[src/core/conv_ctrl_pkg.sv]
// Shared constants for the converter result and trigger control block.
// Assumes a single 50 MHz system clock and an 8-bit register port.
package conv_ctrl_pkg;

  // Register offsets on the plain register port
  localparam logic [2:0] OFF_CONTROL_STATUS = 3'h0;
  localparam logic [2:0] OFF_RESULT_LOW     = 3'h1;
  localparam logic [2:0] OFF_RESULT_HIGH    = 3'h2;
  localparam logic [2:0] OFF_SPECIAL_IO     = 3'h3;
  localparam logic [2:0] OFF_INPUT_SELECT   = 3'h4;
  localparam logic [2:0] OFF_IRQ_STATUS     = 3'h5;
  localparam logic [2:0] OFF_IRQ_MASK       = 3'h6;

  // Control/status field positions
  localparam int BIT_CONVERTER_ENABLE  = 7;
  localparam int BIT_START_CONVERSION  = 6;
  localparam int BIT_AUTO_TRIGGER      = 5;
  localparam int BIT_COMPLETE_FLAG     = 4;
  localparam int BIT_IRQ_ENABLE        = 3;
  localparam int POS_DIVIDER_SELECT    = 0;

  // Special function field positions
  localparam int POS_TRIGGER_SELECT    = 5;
  localparam int BIT_HIGH_SPEED        = 4;

  // Input select field positions
  localparam int BIT_LEFT_ADJUST       = 5;
  localparam int POS_CHANNEL_SELECT    = 0;

  // Interrupt status bit positions
  localparam int IRQ_BIT_COMPLETE      = 0;
  localparam int IRQ_BIT_TRIGGER       = 1;

  // Reset values
  localparam logic [7:0] RESET_BYTE    = 8'h00;
  localparam logic [9:0] RESET_RESULT  = 10'h000;

  // Channel codes from DIFF_FIRST up to DIFF_LAST select differential pairs
  localparam logic [4:0] DIFF_FIRST    = 5'h08;
  localparam logic [4:0] DIFF_LAST     = 5'h1D;

  // Converter timing, in converter clock cycles
  localparam int FIRST_CONV_CYCLES     = 25;
  localparam int NORMAL_CONV_CYCLES    = 13;

  // Trigger source codes
  typedef enum logic [2:0] {
    TRIG_FREE_RUN, TRIG_COMPARATOR, TRIG_EXT_IRQ0, TRIG_T0_COMPARE,
    TRIG_T0_OVERFLOW, TRIG_COMPARE_B, TRIG_T1_OVERFLOW, TRIG_T1_CAPTURE
  } trigger_source_t;

endpackage

[src/core/conv_prescaler.sv]
// Converter clock prescaler: turns the system clock into a one-cycle
// converter tick at a selectable division ratio.
// Assumes the caller holds run low while the converter is disabled.
`timescale 1ns/1ps
`default_nettype none
module conv_prescaler (
  input  wire logic       clk,
  input  wire logic       rstn,
  input  wire logic       run,
  input  wire logic [2:0] clock_divider_select,
  output logic            tick
);
  import conv_ctrl_pkg::*;

  typedef struct packed {
    logic [6:0] count;
    logic       tick;
  } presc_state_t;

  presc_state_t state;
  presc_state_t next_state;
  logic [6:0]   limit;

  // Division factor minus one; codes 0 and 1 both divide by two
  always_comb begin
    case (clock_divider_select)
      3'h0, 3'h1: limit = 7'h01;
      3'h2:       limit = 7'h03;
      3'h3:       limit = 7'h07;
      3'h4:       limit = 7'h0F;
      3'h5:       limit = 7'h1F;
      3'h6:       limit = 7'h3F;
      default:    limit = 7'h7F;
    endcase
  end

  // Free counter restarted when stopped so the first tick is a full period
  always_comb begin
    next_state      = state;
    next_state.tick = 1'b0;
    if (!run) begin
      next_state.count = 7'h00;
    end else if (state.count >= limit) begin
      next_state.count = 7'h00;
      next_state.tick  = 1'b1;
    end else begin
      next_state.count = state.count + 7'h01;
    end
  end

  always_ff @(posedge clk or negedge rstn) begin
    if (!rstn) begin
      state <= '0;
    end else begin
      state <= next_state;
    end
  end

  assign tick = state.tick;
endmodule
`default_nettype wire

[src/core/conv_result_ctrl.sv]
// Converter result and trigger control: registers, result formatting,
// read lock, auto-trigger edge detection and the completion interrupt.
// Assumes a single system clock; the analog core reports each finished
// conversion with a one-cycle done pulse and its 10-bit code.
`timescale 1ns/1ps
`default_nettype none
module conv_result_ctrl (
  input  wire logic       clk,
  input  wire logic       rstn,
  input  wire logic [2:0] reg_addr,
  input  wire logic [7:0] reg_wdata,
  input  wire logic       reg_write,
  input  wire logic       reg_read,
  output logic      [7:0] reg_rdata,
  input  wire logic       global_irq_enable,
  input  wire logic       irq_vector_taken,
  input  wire logic [7:1] trigger_flags,
  input  wire logic       conv_done,
  input  wire logic [9:0] conv_data,
  output logic            conv_start,
  output logic            conv_first,
  output logic            conv_tick,
  output logic            converter_on,
  output logic            high_speed_select,
  output logic      [4:0] channel_select_bits,
  output logic            conv_irq,
  output logic            irq
);
  import conv_ctrl_pkg::*;

  typedef struct packed {
    logic            converter_enable;
    logic            busy;
    logic            auto_trigger_enable;
    logic            conv_complete_flag;
    logic            conv_irq_enable;
    logic [2:0]      clock_divider_select;
    trigger_source_t trigger_source_select;
    logic            high_speed_select;
    logic [3:0]      special_low;
    logic            left_adjust;
    logic [1:0]      input_select_top;
    logic [4:0]      channel_select_bits;
    logic [9:0]      conversion_result;
    logic            result_signed;
    logic            result_locked;
    logic            need_init;
    logic            pending_start;
    logic            first;
    logic            start;
    logic            prev_trigger;
    logic [1:0]      irq_status;
    logic [1:0]      irq_mask;
    logic [7:0]      rdata;
  } ctrl_state_t;

  ctrl_state_t state;
  ctrl_state_t next_state;
  logic [7:0]  trigger_vector;
  logic        selected_trigger;
  logic        trigger_edge;
  logic [7:0]  result_low_byte;
  logic [7:0]  result_high_byte;
  logic [9:0]  shown_result;
  logic        differential;
  logic        write_start;

  // Prescaler runs only while the converter is enabled
  conv_prescaler u_prescaler (
    .clk                  (clk),
    .rstn                 (rstn),
    .run                  (state.converter_enable),
    .clock_divider_select (state.clock_divider_select),
    .tick                 (conv_tick)
  );

  // Source 0 is the completion flag itself so free-run retriggers on it
  assign trigger_vector   = {trigger_flags, state.conv_complete_flag};
  assign selected_trigger = trigger_vector[state.trigger_source_select];
  // The previous sample is the old selection, so a source switch other than into free run looks like an edge
  assign trigger_edge     = state.auto_trigger_enable && selected_trigger && !state.prev_trigger;

  // Differential codes give a sign-extended two's complement code
  assign differential = (state.channel_select_bits >= DIFF_FIRST) &&
                        (state.channel_select_bits <= DIFF_LAST);

  // Presentation follows left_adjust live, not the value at conversion time
  assign shown_result = state.conversion_result;
  always_comb begin
    if (state.left_adjust) begin
      result_high_byte = shown_result[9:2];
      result_low_byte  = {shown_result[1:0], 6'h00};
    end else if (state.result_signed) begin
      result_high_byte = {{6{shown_result[9]}}, shown_result[9:8]};
      result_low_byte  = shown_result[7:0];
    end else begin
      result_high_byte = {6'h00, shown_result[9:8]};
      result_low_byte  = shown_result[7:0];
    end
  end

  assign write_start = reg_write && (reg_addr == OFF_CONTROL_STATUS) &&
                       reg_wdata[BIT_START_CONVERSION];

  // Register writes, read side effects, trigger and conversion tracking
  always_comb begin
    next_state       = state;
    next_state.start = 1'b0;
    next_state.first = 1'b0;
    next_state.rdata = RESET_BYTE;
    next_state.prev_trigger = selected_trigger;

    if (reg_write) begin
      case (reg_addr)
        OFF_CONTROL_STATUS: begin
          next_state.converter_enable     = reg_wdata[BIT_CONVERTER_ENABLE];
          next_state.auto_trigger_enable  = reg_wdata[BIT_AUTO_TRIGGER];
          next_state.conv_irq_enable      = reg_wdata[BIT_IRQ_ENABLE];
          next_state.clock_divider_select = reg_wdata[POS_DIVIDER_SELECT +: 3];
          if (reg_wdata[BIT_COMPLETE_FLAG]) begin
            next_state.conv_complete_flag = 1'b0;
          end
          if (!state.converter_enable && reg_wdata[BIT_CONVERTER_ENABLE]) begin
            next_state.need_init = 1'b1;
          end
        end
        OFF_SPECIAL_IO: begin
          next_state.trigger_source_select = trigger_source_t'(reg_wdata[POS_TRIGGER_SELECT +: 3]);
          next_state.high_speed_select     = reg_wdata[BIT_HIGH_SPEED];
          next_state.special_low           = reg_wdata[3:0];
        end
        OFF_INPUT_SELECT: begin
          next_state.input_select_top    = reg_wdata[7:6];
          next_state.left_adjust         = reg_wdata[BIT_LEFT_ADJUST];
          next_state.channel_select_bits = reg_wdata[POS_CHANNEL_SELECT +: 5];
        end
        OFF_IRQ_MASK: next_state.irq_mask = reg_wdata[1:0];
        default: ;
      endcase
    end

    if (reg_read) begin
      case (reg_addr)
        OFF_CONTROL_STATUS: next_state.rdata = {state.converter_enable, state.busy,
          state.auto_trigger_enable, state.conv_complete_flag, state.conv_irq_enable,
          state.clock_divider_select};
        OFF_RESULT_LOW: begin
          next_state.rdata         = result_low_byte;
          next_state.result_locked = 1'b1;
        end
        OFF_RESULT_HIGH: begin
          next_state.rdata         = result_high_byte;
          next_state.result_locked = 1'b0;
        end
        OFF_SPECIAL_IO: next_state.rdata = {state.trigger_source_select,
          state.high_speed_select, state.special_low};
        OFF_INPUT_SELECT: next_state.rdata = {state.input_select_top,
          state.left_adjust, state.channel_select_bits};
        OFF_IRQ_STATUS: begin
          next_state.rdata      = {6'h00, state.irq_status};
          next_state.irq_status = 2'h0;
        end
        OFF_IRQ_MASK: next_state.rdata = {6'h00, state.irq_mask};
        default: next_state.rdata = RESET_BYTE;
      endcase
    end

    // Vector taken clears the flag; write-one clear handled above
    if (irq_vector_taken) begin
      next_state.conv_complete_flag = 1'b0;
    end

    // Trigger edge only matters with auto trigger on; starts need the converter
    if (trigger_edge) begin
      next_state.irq_status[IRQ_BIT_TRIGGER] = 1'b1;
      if (state.converter_enable) begin
        next_state.pending_start = 1'b1;
      end
    end
    if (write_start && (state.converter_enable || reg_wdata[BIT_CONVERTER_ENABLE])) begin
      next_state.pending_start = 1'b1;
    end

    // Issue a start when idle; a start while busy waits for completion
    if (state.pending_start && !state.busy && state.converter_enable) begin
      next_state.start         = 1'b1;
      next_state.first         = state.need_init;
      next_state.need_init     = 1'b0;
      next_state.busy          = 1'b1;
      next_state.pending_start = 1'b0;
    end

    // Completion; the event wins over any clear in the same cycle
    if (conv_done && state.busy) begin
      next_state.busy                       = 1'b0;
      next_state.conv_complete_flag         = 1'b1;
      next_state.irq_status[IRQ_BIT_COMPLETE] = 1'b1;
      if (!next_state.result_locked) begin
        next_state.conversion_result = conv_data;
        next_state.result_signed     = differential;
      end
    end

    // Switching into free run samples the flag as it will next stand, so a
    // stale completion flag is never seen as an edge
    if ((next_state.trigger_source_select == TRIG_FREE_RUN) &&
        (state.trigger_source_select != TRIG_FREE_RUN)) begin
      next_state.prev_trigger = next_state.conv_complete_flag;
    end

    // Disabling aborts a conversion and drops any queued start
    if (!next_state.converter_enable) begin
      next_state.busy          = 1'b0;
      next_state.pending_start = 1'b0;
    end
  end

  always_ff @(posedge clk or negedge rstn) begin
    if (!rstn) begin
      state <= '0;
    end else begin
      state <= next_state;
    end
  end

  assign reg_rdata           = state.rdata;
  assign conv_start          = state.start;
  assign conv_first          = state.first;
  assign converter_on        = state.converter_enable;
  assign high_speed_select   = state.high_speed_select;
  assign channel_select_bits = state.channel_select_bits;
  // Completion request to the core interrupt logic
  assign conv_irq = state.conv_irq_enable && global_irq_enable && state.conv_complete_flag;
  assign irq      = |(state.irq_status & state.irq_mask);
endmodule
`default_nettype wire

[config.mk]
export PLATFORM = sky130hd
export DESIGN_NAME = conv_result_ctrl
export DESIGN_NICKNAME = d
export VERILOG_FILES = /design/src/core/conv_ctrl_pkg.sv /design/src/core/conv_prescaler.sv /design/src/core/conv_result_ctrl.sv
export SDC_FILE = /design/constraint.sdc
export NUM_CORES = 1
export LEC_CHECK = 0
export CAP_MARGIN = 15
export CORE_MARGIN = 2
export CORE_UTILIZATION = 44
export CTS_CLUSTER_DIAMETER = 100
export DETAILED_ROUTE_END_ITERATION = 10
export DONT_BUFFER_PORTS = 1
export PLACE_DENSITY = 0.63
export SYNTH_ARGS = -nofsm -noshare
export SYNTH_HDL_FRONTEND = slang
export SYNTH_SLANG_ARGS = --single-unit
[constraint.sdc]
create_clock -name clk -period 2.1 [get_ports clk]
set_input_delay 0.42 -clock clk [delete_from_list [all_inputs] [get_ports clk]]
set_output_delay 0.42 -clock clk [all_outputs]
set_load 0.05 [all_outputs]
==> results <==
- The width of the die is 89.5 µm.
- The number of buffers on the longest clock path is 2.
- Measured against its own limit, the worst slew margin works out to 60.8%.
- The layer flagged by global routing as most heavily used is met2.
- In this run the most critical hold path is launched from conv_done.
- The total inserted antenna cells is 0.
- The maximum fanout count along the critical path is 7.
- Averaged over all synthesized cells, the footprint is 11.5 µm².
- The final critical-path setup slack is 0.312 ns.
- The register bit count reported by yosys is 61.
- The count of standard-cell rows is 31.
- The clock latency of the later-clocked register in the worst-skew pair is 0.33 ns.
- For the final routed database, the setup TNS stands at 0 ns.
- The most used flip-flop cell after synthesis is sky130_fd_sc_hd__dfrtp_1.
- Summed over all instances, the cell type with the most area after synthesis is sky130_fd_sc_hd__dfrtp_1.
- The average via count per standard cell is 5.53.
- The root buffer selected by CTS is sky130_fd_sc_hd__clkbuf_8.
- Once the floorplan was initialized, standard cells occupied 44.8% of the core.
- The required time of the critical path is 2.35 ns.
- After the first detailed-routing iteration, the DRC count stood at 141.
- Power spread over the standard cell area amounts to 955 nW/µm².
- The post-detailed-routing wire length is 6820 µm.
- The congestion estimate from routability-driven global placement came to 0.832.
- The number of synthesized flops with an enable pin is 0.
- The share of flip-flops with an asynchronous set or reset after synthesis is 100%.
- The critical path capture point type is a flop.
- The final number of max-transition violations is 0.
- Counting the buffers created by CTS gives 9.
- Setup repair after global routing left no endpoint under its margin.
- The clock period could shrink to 1.79 ns.
- For this run, the register share of the synthesized area comes to 47.5%.
- When the netlist entered floorplanning its net count stood at 322.
- The number of hold buffers added after cts is 2.
- The analysis attributes to cell leakage a power of 1.54 nW.
- In this run the critical register-to-register path is launched from state[46].
- The flow ran to the end, and the final reports show no timing, DRC or antenna violations.
- The distinct cell type count of the synthesized netlist is 52.
- The die footprint is 8000 µm².
- The number of ports placed on the die boundary is 55.
- The post-cts repair resize count is 0.
- The slew at the pin closest to its max-slew limit is 0.588 ns.
- The number of warnings issued by yosys is 0.
- The first global-routing pass estimated 10900 µm of wire.
- The final-report hold violation count is 0.
- Relative to the synthesized area, the layout overhead comes to 6.62%.
- Setup violations remaining at the end of the flow were counted as 0.
- The category of the critical setup timing path is reg2reg.
- The post-CTS clock slew at the launch and capture registers of the worst setup and hold paths is 0.06 ns.
- The count of maximum capacitance violations is 0.
- Traced cell by cell, the critical path runs through o21ai_0 -> ha_1 -> a21o_1 -> a21oi_1 -> o221ai_1 -> nor2_1.
- In this run the register-to-register setup slack is 0.31 ns.
- The floorplan step set the die height to 89.5 µm.
- Among all stages on the critical path, the largest delay is contributed by sky130_fd_sc_hd__dfrtp_1.
- The via count of the first global-routing pass is 2105.
- The met1 usage in global routing is 23.7%.
- At the worst endpoint, the arrival time is 2.04 ns.
- Entering global routing, the biggest net connects 62 pins.
- The synthesized netlist occupies a cell area of 3210 µm².
- Global routing consumed, on the met2 layer, 28.9% of the routing resources.
- The initial antenna violation count came to 0.
- The number of design rule violations left after detail routing is 0.
- In this run the worst setup path begins at state[46].
- TritonCTS built the clock tree.
- The overall via count from detail_route is 2081.
- Before antenna repair, the detailed router went through 5 iterations.
- The number of I/O port buffers is 0.
- The layout net count is 316.
- The global routing usage summed across all routing layers is 18.4%.
- Ranked by total cell area, the synthesized netlist is headed by sky130_fd_sc_hd__dfrtp_1 (48%), sky130_fd_sc_hd__mux2_2 (8.4%), sky130_fd_sc_hd__mux2_4 (4.2%), sky130_fd_sc_hd__buf_4 (3.5%), sky130_fd_sc_hd__mux2i_1 (2.8%).
- After detailed routing, the average wire length per cell comes to 18.1 µm.
- The utilization after layout is 47.7%.
- The highest ir drop seen on vdd is 0.000518 V.
- The sink count of the clock tree is 61.
- The remaining antenna violation count is 0.
- The placeable core region is 7180 µm².
- The placement-stage worst setup slack is 0.313 ns.
- The final setup skew is 0.00933 ns.
- The worst path uses 85.2% of the clock period.
- The instance count of the mapped netlist is 280.
- The met3 track utilization from global routing is 7.11%.
- STA classifies the critical path startpoint as a flop.
- Counting the fill cells in the layout gives 668.
- The total overflow left after global routing is 0.
- The class of the most critical hold timing path is in2reg.
- Summed over its instances, the top area cell type makes up 47.5% of the synthesized netlist area.
- The biggest cell delay along the critical path is 0.44 ns.
- The highest clock rate is 559 MHz.
- The share of cells above drive strength 1 is 22.0%.
- The wire-length estimate of the detail-placed layout is 5070 µm.
- CTS built an H-tree with a depth of 3.
- The post-CTS setup buffer count is 0.
## cell families after synthesis
| kind of cell | Yosys count | synth area share [%] |
|---|---|---|
| simple gates | 70 | 12.4 |
| fa+ha+maj | 7 | 2.73 |
| flops | 61 | 47.5 |
| compound gates | 56 | 12.5 |
| buf+inv | 37 | 6.70 |
| xor+xnor | 5 | 1.36 |
| mux | 44 | 16.8 |
## cells in the mapped netlist (all sizes together), types with 2 or more instances
cell	count
a211oi	2
a21o	4
a21oi	10
a221oi	2
a22o	9
a22oi	3
a31oi	4
and2	2
and3	5
buf	21
clkbuf	3
dfrtp	61
ha	7
inv	13
mux2	33
mux2i	9
mux4	2
nand2	21
nand2b	2
nand3	7
nand3b	2
nand4	4
nor2	15
nor2b	2
nor3	3
nor3b	2
nor4	2
o2111ai	2
o21a	2
o21ai	9
xnor2	3
xor2	2
## final timing paths
| path | to | depth (start not counted) |
|---|---|---|
| worst min register to register | u_prescaler.state[1] | 1 |
| worst min-delay path | state[51] | 1 |
| max in group asynchronous | state[47] | 2 |
| min in group asynchronous | shown_result[0] | 2 |
| worst max-delay path | u_prescaler.state[4] | 6 |
| worst max register to register | u_prescaler.state[4] | 6 |
## sequential cells by signal, indices dropped and copies added, names as in the netlist
| signal | count |
|---|---|
| channel_select_bits | 5 |
| reg_rdata | 8 |
| conv_start | 1 |
| state | 26 |
| conv_first | 1 |
| u_prescaler.tick | 1 |
| shown_result | 10 |
| u_prescaler.state | 7 |
| converter_on | 1 |
| high_speed_select | 1 |
## power by group
part	internal, mW	switching (mW)	total (mW)
Combinational	0.293	0.288	0.581
Sequential	1.36	0.354	1.72
Clock	0.566	0.404	0.970
## final cells by class
cell class / count / area [µm²] / area share, %
clock buffers: 12 / 145 / 4.24
clock inverters: 2 / 35.0 / 1.02
inverters: 13 / 48.8 / 1.42
multi-input cells: 182 / 1470 / 43.0
flip-flops and latches: 61 / 1530 / 44.6
well taps: 99 / 124 / 3.62
repair buffers: 7 / 75.1 / 2.19
## stage by stage
step	std cells	hold WS, ns	power [mW]	area [µm²]
2_1_floorplan	280	0.124	2.20	3210
4_1_cts	376	0.171	3.31	3430
3_3_place_gp	360	0.126	2.27	3210
5_1_grt	376	0.171	3.46	3430
6_report	376	0.187	3.27	3430
3_5_place_dp	360	0.126	2.29	3210
## per-layer routing
layer / vias to the layer above / routed length (µm)
li1: 1002 / -
met1: 1020 / 3060
met2: 57 / 3300
met3: 2 / 441
met4: 0 / 14
met5: - / 0
## layout by cell type (no fill, tap or decap), types with 3 or more instances in the layout
master | netlist | routed
sky130_fd_sc_hd__clkbuf_8 | 0 | 10
sky130_fd_sc_hd__buf_4 | 15 | 5
sky130_fd_sc_hd__a31oi_1 | 4 | 4
sky130_fd_sc_hd__and3_1 | 5 | 5
sky130_fd_sc_hd__nand2_1 | 21 | 21
sky130_fd_sc_hd__nor2_1 | 14 | 14
sky130_fd_sc_hd__o21ai_0 | 9 | 9
sky130_fd_sc_hd__mux2i_1 | 9 | 9
sky130_fd_sc_hd__mux2_4 | 9 | 9
sky130_fd_sc_hd__dfrtp_1 | 61 | 61
sky130_fd_sc_hd__a21o_1 | 4 | 4
sky130_fd_sc_hd__mux2_2 | 24 | 24
sky130_fd_sc_hd__ha_1 | 7 | 7
sky130_fd_sc_hd__xnor2_1 | 3 | 3
sky130_fd_sc_hd__a21oi_1 | 10 | 10
sky130_fd_sc_hd__nand4_1 | 4 | 4
sky130_fd_sc_hd__nand3_1 | 7 | 7
sky130_fd_sc_hd__a22oi_1 | 3 | 3
sky130_fd_sc_hd__a22o_1 | 9 | 9
sky130_fd_sc_hd__inv_1 | 13 | 13
## critical path, delay by kind of cell (launching register included)
family                   cells  cell delay, ns
AO/OA/AOI/OAI                4            0.84
flip-flops                   1            0.44
adder cells (fa/ha/maj)      1            0.27
AND/OR/NAND/NOR              1            0.17
(Power assumes the default switching activity.)
